[config.mk]
export PLATFORM = sky130hd
export DESIGN_NAME = synth_calibration_regs
export DESIGN_NICKNAME = d
export VERILOG_FILES = /design/src/hdl/synth_cal_pkg.sv /design/src/hdl/cp_scale_if.sv /design/src/hdl/cp_current_scaler.sv /design/src/hdl/synth_calibration_regs.sv
export SDC_FILE = /design/constraint.sdc
export NUM_CORES = 1
export LEC_CHECK = 0
export BUFFER_PORTS_ARGS = -buffer_cell sky130_fd_sc_hd__buf_2
export CAP_MARGIN = 25
export CELL_PAD_IN_SITES_DETAIL_PLACEMENT = 1
export CELL_PAD_IN_SITES_GLOBAL_PLACEMENT = 1
export CORE_MARGIN = 2
export CORE_UTILIZATION = 35
export DETAILED_ROUTE_END_ITERATION = 7
export GPL_TIMING_DRIVEN = 0
export PLACE_DENSITY = 0.95
export SYNTH_ARGS = -nofsm -noshare
export SYNTH_HDL_FRONTEND = slang
export SYNTH_SLANG_ARGS = --single-unit
[constraint.sdc]
create_clock -name clock_i -period 3.9 [get_ports clock_i]
set_input_delay 0.78 -clock clock_i [delete_from_list [all_inputs] [get_ports clock_i]]
set_output_delay 0.78 -clock clock_i [all_outputs]
set_load 0.02 [all_outputs]
[src/hdl/synth_cal_pkg.sv]
package synth_cal_pkg;

  // ********************************
  // bus geometry
  // ********************************
  localparam int APB_ADDR_W = 18;
  localparam int APB_DATA_W = 32;

  // ********************************
  // register indices and byte addresses
  // ********************************
  localparam logic [15:0] IDX_CHARGE_PUMP_CAL = 16'hDF1C;
  localparam logic [15:0] IDX_VCO_CURRENT_CAL = 16'hDF1D;
  localparam logic [15:0] IDX_VCO_COARSE_CAP  = 16'hDF1E;

  localparam logic [APB_ADDR_W-1:0] ADDR_CHARGE_PUMP_CAL = {IDX_CHARGE_PUMP_CAL, 2'h0};
  localparam logic [APB_ADDR_W-1:0] ADDR_VCO_CURRENT_CAL = {IDX_VCO_CURRENT_CAL, 2'h0};
  localparam logic [APB_ADDR_W-1:0] ADDR_VCO_COARSE_CAP  = {IDX_VCO_COARSE_CAP, 2'h0};

  // ********************************
  // field positions
  // ********************************
  localparam int CP_CONFIG_LSB    = 6;
  localparam int CP_STAGE_EN_LSB  = 4;
  localparam int CP_CODE_LSB      = 0;
  localparam int VCO_CORE_BIT     = 5;
  localparam int VCO_CURRENT_LSB  = 0;
  localparam int VCO_CAP_LSB      = 0;

  // ********************************
  // reset values
  // ********************************
  localparam logic [1:0] RST_CP_CONFIG   = 2'h2;
  localparam logic [1:0] RST_CP_STAGE_EN = 2'h2;
  localparam logic [3:0] RST_CP_CODE     = 4'h9;
  localparam logic       RST_VCO_CORE    = 1'b0;
  localparam logic [4:0] RST_VCO_CURRENT = 5'h0A;
  localparam logic [5:0] RST_VCO_CAP     = 6'h20;

  // ********************************
  // charge pump scale: 2^(k/4) for k = 0..3, unsigned q8
  // ********************************
  localparam int          CP_FRAC_W  = 9;
  localparam int          CP_CURR_W  = 12;
  localparam logic [8:0]  CP_FRAC_0  = 9'h100;
  localparam logic [8:0]  CP_FRAC_1  = 9'h130;
  localparam logic [8:0]  CP_FRAC_2  = 9'h16A;
  localparam logic [8:0]  CP_FRAC_3  = 9'h1AF;

endpackage

[src/hdl/cp_scale_if.sv]
interface cp_scale_if;
  logic [3:0]  code;
  logic [11:0] current;

  modport scaler (input code, output current);
  modport user   (output code, input current);
endinterface

[src/hdl/cp_current_scaler.sv]
module cp_current_scaler
  import synth_cal_pkg::*;
(
  cp_scale_if.scaler sc
);

  // ********************************
  // exponential current multiplier
  // ********************************
  function automatic logic [CP_FRAC_W-1:0] frac_of(input logic [1:0] k);
    case (k)
      2'h0:    frac_of = CP_FRAC_0;
      2'h1:    frac_of = CP_FRAC_1;
      2'h2:    frac_of = CP_FRAC_2;
      default: frac_of = CP_FRAC_3;
    endcase
  endfunction

  // integer part of code/4 is a shift, the remainder a q8 factor
  assign sc.current = {3'h0, frac_of(sc.code[1:0])} << sc.code[3:2];

endmodule // cp_current_scaler

[src/hdl/synth_calibration_regs.sv]
// Operation
// - charge pump calibration stage is skipped while its two-bit enable field is zero.
// - low four bits give charge pump current, base times two to code over four.
// - bit 5 selects vco core, zero low, one high; resets low.
// - five-bit vco current field holds calibration result and software override value.
// - six-bit capacitor array field resets to 100000; upper two bits read zero.
// - saved values written back by software are used directly, no new calibration.
// - all three registers return to reset on wake from either deepest sleep mode.
//
// Decided for this implementation: the APB interface to the registers.
module synth_calibration_regs
  import synth_cal_pkg::*;
(
  input  wire logic                  clock_i,
  input  wire logic                  rst_i,
  input  wire logic                  psel_i,
  input  wire logic                  penable_i,
  input  wire logic                  pwrite_i,
  input  wire logic [APB_ADDR_W-1:0] paddr_i,
  input  wire logic [APB_DATA_W-1:0] pwdata_i,
  output logic      [APB_DATA_W-1:0] prdata_o,
  output logic                       pready_o,
  output logic                       pslverr_o,
  input  wire logic                  deep_sleep_wake_i,
  input  wire logic                  cal_done_i,
  input  wire logic [3:0]            cal_cp_code_i,
  input  wire logic [4:0]            cal_vco_current_i,
  input  wire logic [5:0]            cal_vco_cap_i,
  output logic      [1:0]            cp_config_o,
  output logic                       charge_pump_cal_stage_run_o,
  output logic      [3:0]            cp_code_o,
  output logic      [11:0]           cp_current_o,
  output logic                       vco_high_core_select_o,
  output logic      [4:0]            vco_current_o,
  output logic      [5:0]            vco_cap_o
);

  // ********************************
  // register state
  // ********************************
  logic [1:0] cp_config;
  logic [1:0] charge_pump_cal_stage_enable;
  logic [3:0] cp_code;
  logic       vco_high_core_select;
  logic [4:0] vco_current;
  logic [5:0] vco_cap;

  logic       setup;
  logic       wr_cp;
  logic       wr_vco;
  logic       wr_cap;
  logic       stage_on;
  logic       clr;

  cp_scale_if sc ();

  cp_current_scaler u_scaler (
    .sc (sc)
  );

  // ********************************
  // address decode
  // ********************************
  function automatic logic [1:0] decode(input logic [APB_ADDR_W-1:0] a);
    case (a)
      ADDR_CHARGE_PUMP_CAL: decode = 2'h1;
      ADDR_VCO_CURRENT_CAL: decode = 2'h2;
      ADDR_VCO_COARSE_CAP:  decode = 2'h3;
      default:              decode = 2'h0;
    endcase
  endfunction

  // pready goes high one cycle after setup, so every access is one wait-free access phase
  assign setup  = psel_i && !penable_i;
  assign wr_cp  = psel_i && penable_i && pready_o && pwrite_i && decode(paddr_i) == 2'h1;
  assign wr_vco = psel_i && penable_i && pready_o && pwrite_i && decode(paddr_i) == 2'h2;
  assign wr_cap = psel_i && penable_i && pready_o && pwrite_i && decode(paddr_i) == 2'h3;
  assign clr    = rst_i || deep_sleep_wake_i;
  assign stage_on = charge_pump_cal_stage_enable != 2'h0;

  // ********************************
  // apb answer
  // ********************************
  always_ff @(posedge clock_i) begin
    if (rst_i) begin
      pready_o  <= 1'b0;
      pslverr_o <= 1'b0;
      prdata_o  <= 32'h0;
    end else begin
      pready_o  <= setup;
      pslverr_o <= setup && decode(paddr_i) == 2'h0;
      if (setup && !pwrite_i) begin
        case (decode(paddr_i))
          2'h1:    prdata_o <= {24'h0, cp_config, charge_pump_cal_stage_enable, cp_code};
          2'h2:    prdata_o <= {26'h0, vco_high_core_select, vco_current};
          2'h3:    prdata_o <= {26'h0, vco_cap};
          default: prdata_o <= 32'h0;
        endcase
      end else begin
        prdata_o <= 32'h0;
      end
    end
  end

  // ********************************
  // charge pump register
  // ********************************
  always_ff @(posedge clock_i) begin
    if (clr) begin
      cp_config                    <= RST_CP_CONFIG;
      charge_pump_cal_stage_enable <= RST_CP_STAGE_EN;
      cp_code                      <= RST_CP_CODE;
    end else begin
      if (wr_cp) begin
        cp_config                    <= pwdata_i[CP_CONFIG_LSB +: 2];
        charge_pump_cal_stage_enable <= pwdata_i[CP_STAGE_EN_LSB +: 2];
        cp_code                      <= pwdata_i[CP_CODE_LSB +: 4];
      end
      // with the stage enabled, a finishing calibration wins over a write to cp_code in the same cycle
      if (cal_done_i && stage_on) begin
        cp_code <= cal_cp_code_i;
      end
    end
  end

  // ********************************
  // vco current register
  // ********************************
  always_ff @(posedge clock_i) begin
    if (clr) begin
      vco_high_core_select <= RST_VCO_CORE;
      vco_current          <= RST_VCO_CURRENT;
    end else begin
      if (wr_vco) begin
        vco_high_core_select <= pwdata_i[VCO_CORE_BIT];
        vco_current          <= pwdata_i[VCO_CURRENT_LSB +: 5];
      end
      if (cal_done_i) begin
        vco_current <= cal_vco_current_i;
      end
    end
  end

  // ********************************
  // coarse tuning register
  // ********************************
  always_ff @(posedge clock_i) begin
    if (clr) begin
      vco_cap <= RST_VCO_CAP;
    end else if (cal_done_i) begin
      vco_cap <= cal_vco_cap_i;
    end else if (wr_cap) begin
      vco_cap <= pwdata_i[VCO_CAP_LSB +: 6];
    end
  end

  // ********************************
  // synthesizer controls
  // ********************************
  assign sc.code = cp_code;

  // outputs trail the registers by one cycle so each leaves a flip-flop
  always_ff @(posedge clock_i) begin
    if (rst_i) begin
      cp_config_o                 <= RST_CP_CONFIG;
      charge_pump_cal_stage_run_o <= |RST_CP_STAGE_EN;
      cp_code_o                   <= RST_CP_CODE;
      cp_current_o                <= 12'h0;
      vco_high_core_select_o      <= RST_VCO_CORE;
      vco_current_o               <= RST_VCO_CURRENT;
      vco_cap_o                   <= RST_VCO_CAP;
    end else begin
      cp_config_o                 <= cp_config;
      charge_pump_cal_stage_run_o <= stage_on;
      cp_code_o                   <= cp_code;
      cp_current_o                <= sc.current;
      vco_high_core_select_o      <= vco_high_core_select;
      vco_current_o               <= vco_current;
      vco_cap_o                   <= vco_cap;
    end
  end

  // ********************************
  // checks
  // ********************************
  property p_wake_reset;
    @(posedge clock_i) disable iff (rst_i)
    deep_sleep_wake_i |=> cp_code == RST_CP_CODE && vco_current == RST_VCO_CURRENT
      && vco_cap == RST_VCO_CAP && charge_pump_cal_stage_enable == RST_CP_STAGE_EN;
  endproperty
  a_wake_reset: assert property (p_wake_reset)
    else $error("registers not at reset after wake");

  property p_stage_skip;
    @(posedge clock_i) disable iff (rst_i)
    (charge_pump_cal_stage_enable == 2'h0 && !clr) |=> !charge_pump_cal_stage_run_o;
  endproperty
  a_stage_skip: assert property (p_stage_skip)
    else $error("charge pump stage runs while disabled");

  property p_cp_scale;
    @(posedge clock_i) disable iff (rst_i)
    (cp_code == 4'h8 && !clr) |=> cp_current_o == 12'h400;
  endproperty
  a_cp_scale: assert property (p_cp_scale)
    else $error("charge pump current scale wrong");

  property p_core_select;
    @(posedge clock_i) disable iff (rst_i)
    (wr_vco && !clr) |=> ##1 vco_high_core_select_o == $past(pwdata_i[VCO_CORE_BIT], 2);
  endproperty
  a_core_select: assert property (p_core_select)
    else $error("vco core select not taken from write");

  property p_vco_override;
    @(posedge clock_i) disable iff (rst_i)
    (wr_vco && !cal_done_i && !clr) |=> vco_current == $past(pwdata_i[4:0]);
  endproperty
  a_vco_override: assert property (p_vco_override)
    else $error("vco current override lost");

  property p_cap_read_zero;
    @(posedge clock_i) disable iff (rst_i)
    (setup && !pwrite_i && decode(paddr_i) == 2'h3) |=> pready_o && prdata_o[31:6] == 26'h0;
  endproperty
  a_cap_read_zero: assert property (p_cap_read_zero)
    else $error("unused capacitor bits read nonzero");

  property p_restore_used;
    @(posedge clock_i) disable iff (rst_i)
    (wr_cap && !cal_done_i && !clr) ##1 !clr |=> vco_cap_o == $past(pwdata_i[5:0], 2);
  endproperty
  a_restore_used: assert property (p_restore_used)
    else $error("restored capacitor code not driven");

  property p_result_capture;
    @(posedge clock_i) disable iff (rst_i)
    (cal_done_i && !clr) |=> vco_cap == $past(cal_vco_cap_i)
      && vco_current == $past(cal_vco_current_i);
  endproperty
  a_result_capture: assert property (p_result_capture)
    else $error("calibration results not captured");

  property p_stage_hold;
    @(posedge clock_i) disable iff (rst_i)
    (cal_done_i && charge_pump_cal_stage_enable == 2'h0 && !wr_cp && !clr)
      |=> cp_code == $past(cp_code);
  endproperty
  a_stage_hold: assert property (p_stage_hold)
    else $error("charge pump code taken while stage disabled");

  property p_stage_run;
    @(posedge clock_i) disable iff (rst_i)
    (charge_pump_cal_stage_enable != 2'h0 && !clr) |=> charge_pump_cal_stage_run_o;
  endproperty
  a_stage_run: assert property (p_stage_run)
    else $error("charge pump stage idle while enabled");

  property p_cp_read;
    @(posedge clock_i) disable iff (rst_i)
    (setup && !pwrite_i && decode(paddr_i) == 2'h1) |=> prdata_o[31:8] == 24'h0
      && prdata_o[5:4] == $past(charge_pump_cal_stage_enable)
      && prdata_o[3:0] == $past(cp_code);
  endproperty
  a_cp_read: assert property (p_cp_read)
    else $error("charge pump read data wrong");

  property p_cp_frac;
    @(posedge clock_i) disable iff (rst_i)
    (cp_code == 4'h3 && !clr) |=> cp_current_o == 12'h1AF;
  endproperty
  a_cp_frac: assert property (p_cp_frac)
    else $error("charge pump fractional scale wrong");

  property p_core_wake;
    @(posedge clock_i) disable iff (rst_i)
    deep_sleep_wake_i |=> vco_high_core_select == RST_VCO_CORE && cp_config == RST_CP_CONFIG;
  endproperty
  a_core_wake: assert property (p_core_wake)
    else $error("core select or config not reset on wake");

  property p_core_keep;
    @(posedge clock_i) disable iff (rst_i)
    (cal_done_i && !wr_vco && !clr) |=> vco_high_core_select == $past(vco_high_core_select);
  endproperty
  a_core_keep: assert property (p_core_keep)
    else $error("calibration changed core select");

  property p_vco_read;
    @(posedge clock_i) disable iff (rst_i)
    (setup && !pwrite_i && decode(paddr_i) == 2'h2) |=> prdata_o[31:6] == 26'h0
      && prdata_o[5] == $past(vco_high_core_select) && prdata_o[4:0] == $past(vco_current);
  endproperty
  a_vco_read: assert property (p_vco_read)
    else $error("vco current read data wrong");

  property p_cp_write;
    @(posedge clock_i) disable iff (rst_i)
    (wr_cp && !cal_done_i && !clr) |=> cp_code == $past(pwdata_i[3:0])
      && charge_pump_cal_stage_enable == $past(pwdata_i[5:4])
      && cp_config == $past(pwdata_i[7:6]);
  endproperty
  a_cp_write: assert property (p_cp_write)
    else $error("restored charge pump value not taken");

  property p_cap_write;
    @(posedge clock_i) disable iff (rst_i)
    (wr_cap && !cal_done_i && !clr) |=> vco_cap == $past(pwdata_i[5:0]);
  endproperty
  a_cap_write: assert property (p_cap_write)
    else $error("restored capacitor value not taken");

  property p_cp_capture;
    @(posedge clock_i) disable iff (rst_i)
    (cal_done_i && stage_on && !clr) |=> cp_code == $past(cal_cp_code_i);
  endproperty
  a_cp_capture: assert property (p_cp_capture)
    else $error("charge pump result not captured");

endmodule // synth_calibration_regs

======== Word level (Yosys, flattened, before mapping) ========
Index checks and enable logic that the tools add are counted.
word-level totals
  flip-flop bits (word level) ............. 85
  output and inout port bits .............. 65
  word-level logic and storage cells ...... 61
operators by class
  equality and inequality tests ........... 11
  shift operators ......................... 1
  mux-type cells .......................... 12
  bitwise logic cells ..................... 1
  reduce and logical (&&, ||, !) cells .... 20
operators with widths
  kind                  number
  $eq 18x18->1 const B  3
  $pmux 8 s3            2
  $mux 6                2
  $shl 9x2->12          1
  $eq 2x2->1 const B    5
  $logic_and 1x1->1     10
  $mux 5                2
  $mux 4                2
  $reduce_bool 2->1     4
  $eq 2x1->1 const B    3
  $mux 2                3
  $pmux 2 s3            1
  $logic_not 2->1       2
  $logic_not 1->1       2
  $reduce_or 2->1       1
  $logic_or 1x1->1      1
  $not 1->1             1

======== Longest topological paths before layout ========
Gate-level depths: netlist of the first run.
  depth after elaboration ................. 7
  gate-level depth with buffers ........... 5

======== Modules after synthesis ========
Synthesis of the first run repeated with hierarchy kept, for this count alone.
second synthesis, totals
  cells, all modules ...................... 300
  area, all modules ....................... 2712.6 um^2
modules (own cells, without submodules)
  module                  instances  cells each  area each (um^2)  sequential area each (um^2)
  synth_calibration_regs  1          265         2503.7            1221.2
  cp_current_scaler       1          35          209.0             0.0

======== Worst setup path after synthesis of the first run ========
Ideal clock, no wire load.
  path type ............................... input to register
  start point ............................. input paddr_i[8]
  end point ............................... register cp_code[1]
  library setup time ...................... 0.124 ns
  arrival ................................. 1.954 ns
  data required time ...................... 3.776 ns
  path slack .............................. 1.822 ns
  cell stages on the path ................. 5
  cell sequence ........................... nand4bb_4 -> or4_4 -> buf_6 -> nor4_1 -> nor3_1
between the ends
  longest elaborated chain between the ends .. 5
  elaborated cells between the ends (all ways) .. 7
  classes of those cells .................. eq/ne (4); mux (1); reduce/logical (2)
ends and longest elaborated chain
  element                        RTL line                       text
  start, declared                synth_calibration_regs.sv:19   input wire logic [APB_ADDR_W-1:0] paddr_i,
  $eq 18x18->1                   synth_calibration_regs.sv:65   case (a)
  $pmux 2 s3 *                   synth_calibration_regs.sv:65
  $eq 2x1->1 *                   synth_calibration_regs.sv:75   assign wr_cp = psel_i && penable_i && pready_o && pwrite_i && decode(paddr_i) == 2'h1;
  $logic_and 1x1->1 *            synth_calibration_regs.sv:75
  $reduce_bool 2->1 (no line) *  --
  end signal, assigned           synth_calibration_regs.sv:117  cp_code <= pwdata_i[CP_CODE_LSB +: 4];
  end signal, assigned           synth_calibration_regs.sv:121  cp_code <= cal_cp_code_i;
  end, declared                  synth_calibration_regs.sv:43   logic [3:0] cp_code;
Mark *: on every way between the ends. The rest lies on a longest branch, timed or not.
A chain may end at the register's enable or synchronous reset.

======== Final worst setup path of the first run ========
  start point ............................. input paddr_i[8]
  end point ............................... register prdata_o[5]
between the ends
  longest elaborated chain between the ends .. 6
  elaborated cells between the ends (all ways) .. 10
  classes of those cells .................. eq/ne (6); mux (4)
ends and longest elaborated chain
  element                                          RTL line                      text
  $eq 18x18->1                                     synth_calibration_regs.sv:65
  $pmux 2 s3 *                                     synth_calibration_regs.sv:65
  $mux 2 *                                         synth_calibration_regs.sv:92  if (setup && !pwrite_i) begin
  $mux 2 *                                         synth_calibration_regs.sv:85  if (rst_i) begin
  $eq 2x2->1 / $eq 2x1->1 (equally long branches)  synth_calibration_regs.sv:93  case (decode(paddr_i))
  $pmux 8 s3 *                                     synth_calibration_regs.sv:93
  end signal, assigned                             synth_calibration_regs.sv:94  2'h1: prdata_o <= {24'h0, cp_config, charge_pump_cal_stage_enable, cp_code};
  end signal, assigned                             synth_calibration_regs.sv:95  2'h2: prdata_o <= {26'h0, vco_high_core_select, vco_current};
  end signal, assigned                             synth_calibration_regs.sv:96  2'h3: prdata_o <= {26'h0, vco_cap};
  end, declared                                    synth_calibration_regs.sv:21  output logic [APB_DATA_W-1:0] prdata_o,
Mark *: on every way between the ends. The rest lies on a longest branch, timed or not. The select of a mux whose other input is x is not followed.

==> results_dict.tcl, run 1 <==
set metrics [dict create \
    status "finished, final reports clean" \
    p_sw_mw 0.364 \
    first_pass_iters 4 \
    required_ns 4.14 \
    setup_viol_count_final 0 \
    cts.sinks 61 \
    yosysTopAreaCell "dfxtp_1" \
    cts_tree "done" \
    finClkSkew_ns 0.00955 \
    crit_type "primary input to register" \
    cp_slowest_stage_delay_ns 0.46 \
    syn2layout_area_growth_pct 32.6 \
    drc 0 \
    clk_pin_slew_ns 0.07 \
    r2r_end "cp_code[1]$_SDFFE_PP0P_" \
    p_per_area_mw_per_mm2 407 \
    cts_hold_buffers 0 \
    vias 2603 \
    rsz0062_at_grt "false" \
    root_buffer "clkbuf_8" \
    drv_cap 0 \
    period_minus_slack_ns 2.16 \
    dieHeight_um 91.6 \
    wire_per_inst_um 15.8 \
    worst_pin_slew_ns 0.552 \
    grt_pass1_vias 2724 \
    die-area_mm2 0.00838 \
    reg2reg_depth 5 \
    drt_wl_total_um 8240 \
    p_comb_share_pct 11.5 \
    drive_above_1_share_pct 36.2 \
    cp.depth 5 \
    ys_warn_count 0 \
    crit_path_start_kind "primary input" \
    viasPerCell 4.99 \
    critical_path_arrival_ns 2.40 \
    holdPathStages 2 \
    grt_max_degree 12 \
    fp-row-count 31 \
    fp.dieW_um 91.6 \
    async_reset_ff_share_pct 0 \
    dr.first_iter.drc_count 135 \
    clkPwrFrac_pct 43.8 \
    layout_common_cells "buf_2 (92), dfxtp_1 (61), nand3_1 (24), buf_4 (24), conb_1 (24)" \
    syn_inst 296 \
    grt_pass1_wl_um 13200 \
    syn_avg_cell_area_um2 9.07 \
    port_buffers 88 \
    hpwl_um 6470 \
    fillers 915 \
    tns_ns 0 \
    fmax_mhz 463 \
    core_area_mm2 0.00733 \
    initial_core_util_pct 36.6 \
    synth_edf_count 0 \
    htree_levels 3 \
    slowest_stage "nor3_2" \
    cp_top_family "simple AND/OR/NAND/NOR gates" \
    synthFlopType "dfxtp_1" \
    synth_cell_types 45 \
    crit_fanout 8 \
    layout_commonest_cell "buf_2" \
    post_cts_buffers 0 \
    pwr-share-seq_pct 44.7 \
    end_kind "register" \
    synth.area.top_cells "dfxtp_1 (46%), buf_4 (6.7%), a211oi_1 (6.2%)" \
    dpl.cell_count 506 \
    antenna_found_initial 0 \
    post_cts_resized 0 \
    gp_congestion 0.894 \
    r2r_setup_slack_ns 2.27 \
    numCtsBuffers 9 \
    syn-cell-area_mm2 0.00268 \
    nets 490 \
    synth_seq_area_share_pct 45.5 \
    finalNonFillerCells 522 \
    holdCritPathClass "register to register" \
    ys_ff_latch 61 \
    internal_power_mw 1.08 \
    grt.total_usage_pct 20.0 \
    worstHoldEndpoint "cp_config_o[0]$_SDFF_PP0_" \
    p_leak_nw 1.54 \
    finalCritPeriodShare_pct 55.4 \
    hp-start "cp_config[0]$_SDFFE_PP0P_" \
    final_antenna_net_count 0 \
    max_slew_margin_pct 62.9 \
    cts_buffer_depth 2 \
    overflow 0 \
    io_pins 137 \
    peakVddDrop_mv 0.180 \
    hold_violations 0 \
    critPathBufInv 1 \
    antenna_cells 0 \
    synth.top_cell.area_share_pct 45.5 \
    crit_chain "buf_2 -> nand4bb_4 -> nor3_2 -> nand4_1 -> a31oi_1" \
    p_sw_share_pct 25.1 \
    drv_slew 0 \
    clock_latency_ns 0.34 \
    reg2reg_from "pready_o$_SDFF_PP0_" \
]
==> through the flow <==
stage	power, mW	setup WS [ns]	area, um^2	util, %	hold slack [ns]
floorplan	0.763	1.82	2770	-	0.404
global placement	0.820	1.44	3330	45.5	0.428
detailed placement	0.825	1.41	3330	45.5	0.433
CTS	1.45	1.74	3560	48.6	0.473
global route	1.50	1.61	3560	48.6	0.491
finish	1.45	1.74	3560	48.6	0.472
==> cell type report <==
type | instances | area (um^2) | area share, %
Timing Repair Buffer | 88 | 440 | 12.4
Inverter | 7 | 26.3 | 0.738
Buffer | 44 | 268 | 7.52
Sequential cell | 61 | 1220 | 34.3
Clock buffer | 11 | 141 | 3.97
Clock inverter | 5 | 83.8 | 2.36
Tap cell | 99 | 124 | 3.48
Multi-Input combinational cell | 207 | 1250 | 35.3
==> routing by layer <==
metal	up-vias	share of wire (%)	wire (um)	global-route usage (%)
met5	-	0	0	0
met4	0	2.4	197	9.22
met3	17	8.4	691	4.73
met2	116	47	3910	32.7
met1	1218	42	3440	24.7
li1	1252	-	-	-
==> synthesized netlist by cell type, types with 3 or more instances <==
library cell / n
a2111oi_0: 4
a211oi_1: 22
a21oi_1: 9
a31oi_1: 8
buf_1: 3
buf_2: 4
buf_4: 24
clkbuf_1: 12
dfxtp_1: 61
inv_1: 7
nand2_1: 8
nand2b_1: 3
nand3_1: 24
nor2_1: 18
nor2b_1: 15
nor3_1: 15
o21ai_0: 18
or2_2: 8
==> registers in the layout (all words and copies together), names as in the netlist, 4 cells and up <==
| signal | count |
|---|---|
| vco_cap | 6 |
| vco_current | 5 |
| cp_current_o | 12 |
| vco_current_o | 5 |
| cp_code | 4 |
| cp_code_o | 4 |
| prdata_o | 8 |
| vco_cap_o | 6 |
==> power by group through the flow <==
stage	logic, mW	clock network, mW	registers (mW)
2_1_floorplan	0.0908	0	0.672
4_1_cts	0.165	0.642	0.647
3_3_place_gp	0.160	0	0.660
5_1_grt	0.180	0.676	0.648
6_report	0.166	0.634	0.647
3_5_place_dp	0.164	0	0.661
==> worst min-delay path: cells and delay by family, from the launching register on <==
family | cells | cell delay, ns
flops | 1 | 0.31
buf+inv | 1 | 0.07
simple gates | 1 | 0.04
==> how the worst max path moves through the flow <==
stage,startpoint,endpoint
after CTS,paddr_i[8],prdata_o[5]$_SDFF_PP0_
final,paddr_i[8],prdata_o[5]$_SDFF_PP0_
after detailed placement,paddr_i[8],prdata_o[5]$_SDFF_PP0_
after global routing,paddr_i[8],prdata_o[5]$_SDFF_PP0_
after global placement,paddr_i[8],prdata_o[5]$_SDFF_PP0_
after floorplan,paddr_i[8],cp_code[1]$_SDFFE_PP0P_
==> logic make-up after synthesis <==
group,count (synthesis),share of synthesized area (%)
xor gates and xnor gates,1,0.326
other,1,0.140
and+or+nand+nor,113,26.1
AOI/OAI and AO/OA,68,16.6
muxes,1,0.420
DFF,61,45.5
buffers and inverters,51,11.0
No activity file was read; power rests on OpenSTA's default activity.
==> inputs of run 2 (changes only) <==
CORE_UTILIZATION = 29   (was 35)
PLACE_DENSITY = 0.85   (was 0.95)
clock period = 1.9 ns   (was 3.9 ns; I/O delays follow)
==> run 2 against run 1 <==
Net effect: hold slack worse by 0.20 ns; clock power grew 83%; sequential power rose by 110%; cell count grew 2.5%; first-iteration DRC count fell by 41%; setup slack worse by 1.5 ns; utilization fell by 9.5 points; clock skew increased by 0.00067 ns; critical path type unchanged; largest cell class unchanged; highest routed layer unchanged.
==> results_dict.tcl, run 2 (synthesized netlist as in run 1, its figures left out) <==
set metrics [dict create \
    root_buffer "clkbuf_8" \
    highest_layer "met4" \
    crit_type "primary input to register" \
    drive_above_1_share_pct 36.6 \
    grt_pass1_wl_um 13100 \
    cts_buffer_depth 2 \
    hp-start "cal_vco_cap_i[5]" \
    final_antenna_net_count 0 \
    fp-row-count 35 \
    die-area_mm2 0.0100 \
    p_per_area_mw_per_mm2 793 \
    initial_core_util_pct 29.5 \
    hold_violations 0 \
    clock_latency_ns 0.35 \
    io_pins 137 \
    grt.total_usage_pct 17.0 \
    cts_tree "done" \
    layout_commonest_cell "buf_2" \
    post_cts_resized 0 \
    dieHeight_um 100 \
    crit_path_start_kind "primary input" \
    cts.sinks 61 \
    setup_viol_count_final 0 \
    finClkSkew_ns 0.0102 \
    reg_top3 "cp_current_o (12), prdata_o (8)" \
    critical_path_arrival_ns 1.95 \
    grt_pass1_vias 2721 \
    tns_ns 0 \
    grt_max_degree 13 \
    required_ns 2.15 \
    fmax_mhz 588 \
    dr.first_iter.drc_count 79 \
    end_kind "register" \
    wl_met3_um 493 \
    worstHoldEndpoint "vco_cap[5]$_SDFFE_PP1P_" \
    crit_fanout 10 \
    syn2layout_area_growth_pct 32.5 \
    largest_reg_flops 12 \
    drv_cap 0 \
    clk_pin_slew_ns 0.07 \
    rsz0062_at_grt "false" \
    met1Wirelength_um 3510 \
    htree_levels 3 \
    dpl.cell_count 518 \
    gp_congestion 0.862 \
    drc 0 \
    worst_pin_slew_ns 0.584 \
    holdCritPathClass "primary input to register" \
    peakVddDrop_mv 0.341 \
    vias 2583 \
    finalCritPeriodShare_pct 89.6 \
    layout_common_cells "buf_2 (92), dfxtp_1 (61), buf_4 (25)" \
    numCtsBuffers 9 \
    wl_met2_um 4140 \
    nets 491 \
    hpwl_um 6650 \
    reg2reg_from "pready_o$_SDFF_PP0_" \
    status "finished, final reports clean" \
    drv_slew 0 \
    r2r_setup_slack_ns 0.26 \
    overflow 0 \
    p_leak_nw 1.53 \
    reg2reg_depth 5 \
    largest-register "cp_current_o" \
    holdPathStages 2 \
    period_minus_slack_ns 1.70 \
    fin_util_pct 39.1 \
    max_slew_margin_pct 60.9 \
    first_pass_iters 4 \
    antenna_cells 0 \
    fp.dieW_um 100 \
    wire_per_inst_um 15.6 \
    finalPower_mw 2.82 \
    r2r_end "vco_current[4]$_SDFFE_PP0P_" \
    port_buffers 88 \
    finalNonFillerCells 535 \
    viasPerCell 4.83 \
    core_area_mm2 0.00911 \
    antenna_found_initial 0 \
    hold_ws_ns 0.274 \
    drt_wl_total_um 8350 \
]
## run 2: cell count changes in the layout (fill, tap and decap cells not counted), sizes merged
| cell | delta |
|---|---|
| clkinv | +3 |
| buf | +1 |
| clkbuf | -2 |
| bufinv | -1 |
## run 2: metrics by stage
stage               area, um^2  worst slack [ns]
floorplan                 2770             0.222
global placement          3350            -0.195
detailed placement        3350            -0.265
CTS                       3550             0.101
global route              3560             0.112
finish                    3560             0.198
## run 2: area by class of cell
| class | count | area, um^2 |
|---|---|---|
| Tap cell | 111 | 139 |
| Fill cell | 1110 | 5550 |
| Inverter | 7 | 26.3 |
| Buffer | 44 | 268 |
| Clock inverter | 7 | 76.3 |
| Multi-Input combinational cell | 207 | 1250 |
| Timing Repair Buffer | 89 | 448 |
| Sequential cell | 61 | 1220 |
| Clock buffer | 9 | 124 |
## run 2: power by group
part / internal (mW) / switching (mW) / total [mW]
clock network: 0.608 / 0.550 / 1.16
registers: 1.31 / 0.0163 / 1.33
logic: 0.135 / 0.201 / 0.336
total: 2.06 / 0.767 / 2.82
## run 2: layer usage
| metal | global-route usage [%] | vias up |
|---|---|---|
| met1 | 19.6 | 1213 |
| li1 | - | 1259 |
| met5 | 0 | - |
| met2 | 29.6 | 97 |
| met4 | 8.96 | 0 |
| met3 | 3.27 | 14 |
## run 2: timing repair
item                                   CTS  global route
hold buffers                             0             0
setup endpoints to repair                0             2
endpoints found under the hold margin    0             0
setup buffers                            0             1
## run 2: how the worst max path moves through the flow
stage	from	end
floorplan	paddr_i[8]	cp_code[1]$_SDFFE_PP0P_
finish	paddr_i[8]	prdata_o[4]$_SDFF_PP0_
global placement	paddr_i[8]	prdata_o[4]$_SDFF_PP0_
detailed placement	paddr_i[8]	prdata_o[4]$_SDFF_PP0_
global route	pready_o$_SDFF_PP0_	cp_code[3]$_SDFFE_PP1P_
CTS	paddr_i[8]	prdata_o[4]$_SDFF_PP0_
## run 2: critical path, stage by stage
cell       delay (ns)
buf_2            0.09
nand4bb_4        0.25
nor3_2           0.52
buf_2            0.34
nand3_1          0.10
a31oi_1          0.27
==> inputs of run 3 (changes only) <==
REMOVE_ABC_BUFFERS = 1   (was default)
==> run 3 against run 2 <==
Net effect: power up 4.7%; cell count down 8.0%; non-clock buffer count down 43; cell area down 5.5%; fmax down 0.75%; highest routed layer unchanged.
==> results_dict.tcl, run 3 (synthesized netlist as in run 1, its figures left out) <==
set metrics [dict create \
    status "finished, final reports clean" \
    grt_max_degree 27 \
    finalNonFillerCells 492 \
    finalCritPeriodShare_pct 90.2 \
    dpl.cell_count 475 \
    holdPathStages 2 \
    cts_tree "done" \
    critical_path_arrival_ns 1.97 \
    setup_ws_ns 0.185 \
    end_kind "register" \
    hold_violations 0 \
    fillers 1086 \
    fp.dieW_um 100 \
    gp_congestion 0.791 \
    dpl_worst_slack_ns -0.937 \
    finalPower_mw 2.95 \
    io_pins 137 \
    finClkSkew_ns 0.00432 \
    setup_viol_count_final 0 \
    cts.sinks 61 \
    numCtsBuffers 9 \
    hpwl_um 5710 \
    clk_pin_slew_ns 0.07 \
    first_pass_iters 4 \
    crit_path_start_kind "primary input" \
    antenna_found_initial 0 \
    required_ns 2.15 \
    drc 0 \
    initial_core_util_pct 29.5 \
    grt_pass1_vias 2411 \
    viasPerCell 4.93 \
    reg_top3 "cp_current_o (12), prdata_o (8)" \
    p_per_area_mw_per_mm2 879 \
    tns_ns 0 \
    die-area_mm2 0.0100 \
    largest-register "cp_current_o" \
    overflow 0 \
    drive_above_1_share_pct 33.3 \
    layout_common_cells "buf_2 (88), dfxtp_1 (61), nand3_1 (24), conb_1 (24), a211oi_1 (22)" \
    grt.total_usage_pct 15.3 \
    grt_pass1_wl_um 11800 \
    drt_wl_total_um 7680 \
    max_slew_margin_pct 52.4 \
    worst_pin_slew_ns 0.708 \
    clock_latency_ns 0.34 \
    rsz0062_at_grt "false" \
    port_buffers 88 \
    nets 448 \
    fp-row-count 35 \
    hold_ws_ns 0.292 \
    peakVddDrop_mv 0.294 \
    p_leak_nw 1.42 \
    drv_slew 0 \
    stdcell_area_mm2 0.00336 \
    layout_commonest_cell "buf_2" \
    fmax_mhz 583 \
    htree_levels 3 \
    crit_type "primary input to register" \
    reg2reg_depth 4 \
    antenna_cells 0 \
    dieHeight_um 100 \
    period_minus_slack_ns 1.71 \
    wire_per_inst_um 15.6 \
    dr.first_iter.drc_count 124 \
    syn2layout_area_growth_pct 25.2 \
    largest_reg_flops 12 \
    final_antenna_net_count 0 \
    cts_buffer_depth 2 \
    vias 2428 \
    place_area_mm2 0.00310 \
    holdCritPathClass "primary input to register" \
    drv_cap 0 \
    crit_fanout 16 \
    root_buffer "clkbuf_8" \
    fin_util_pct 36.9 \
    core_area_mm2 0.00911 \
]
==> run 3: area by class of cell <==
class | instances | area, um^2 | share of cell area [%]
tap | 111 | 139 | 4.13
timing repair buffer | 90 | 459 | 13.7
sequential | 61 | 1220 | 36.3
multi-input combinational | 207 | 1280 | 38.2
inverter | 7 | 26.3 | 0.782
clock inverter | 5 | 81.3 | 2.42
clock buffer | 11 | 151 | 4.50
==> run 3: power by group <==
| part | internal [mW] | leakage, nW | switching (mW) |
|---|---|---|---|
| sequential | 1.31 | 0.497 | 0.0256 |
| clock | 0.812 | 0.116 | 0.529 |
| combinational | 0.0978 | 0.803 | 0.178 |
==> run 3: path summary, 6_finish.rpt <==
kind / slack [ns] / startpoint / endpoint
worst min register to register: 0.47 / cp_config[1]$_SDFFE_PP1P_ / cp_config_o[1]$_SDFF_PP1_
worst max register to register: 0.27 / pready_o$_SDFF_PP0_ / vco_current[1]$_SDFFE_PP1P_
worst min-delay path: 0.29 / cal_vco_cap_i[5] / vco_cap[5]$_SDFFE_PP1P_
worst max-delay path: 0.19 / paddr_i[7] / prdata_o[6]$_SDFF_PP0_
==> run 3: worst max-delay path, stage by stage <==
cell and delay (ns):
buf_2 0.09, nand4b_2 0.30, nor3_4 0.60, nand4_1 0.18, buf_4 0.22, nor3_1 0.18
==> run 3: per-layer routing <==
layer  vias to the layer above  global-route usage [%]  share of wire (%)
li1                       1171                       -                  -
met1                      1149                    18.3                 42
met2                        93                    25.7                 49
met3                        15                    3.20                6.3
met4                         0                    8.54                2.7
met5                         -                       0                  0
==> run 3: repair_timing <==
| item | CTS | global route |
|---|---|---|
| pin swaps | 1 | 0 |
| buffers inserted | 1 | 0 |
| resized for setup | 1 | 2 |
| gates cloned | 0 | 0 |
| hold buffers | 0 | 0 |
| setup endpoints to repair | 8 | 6 |
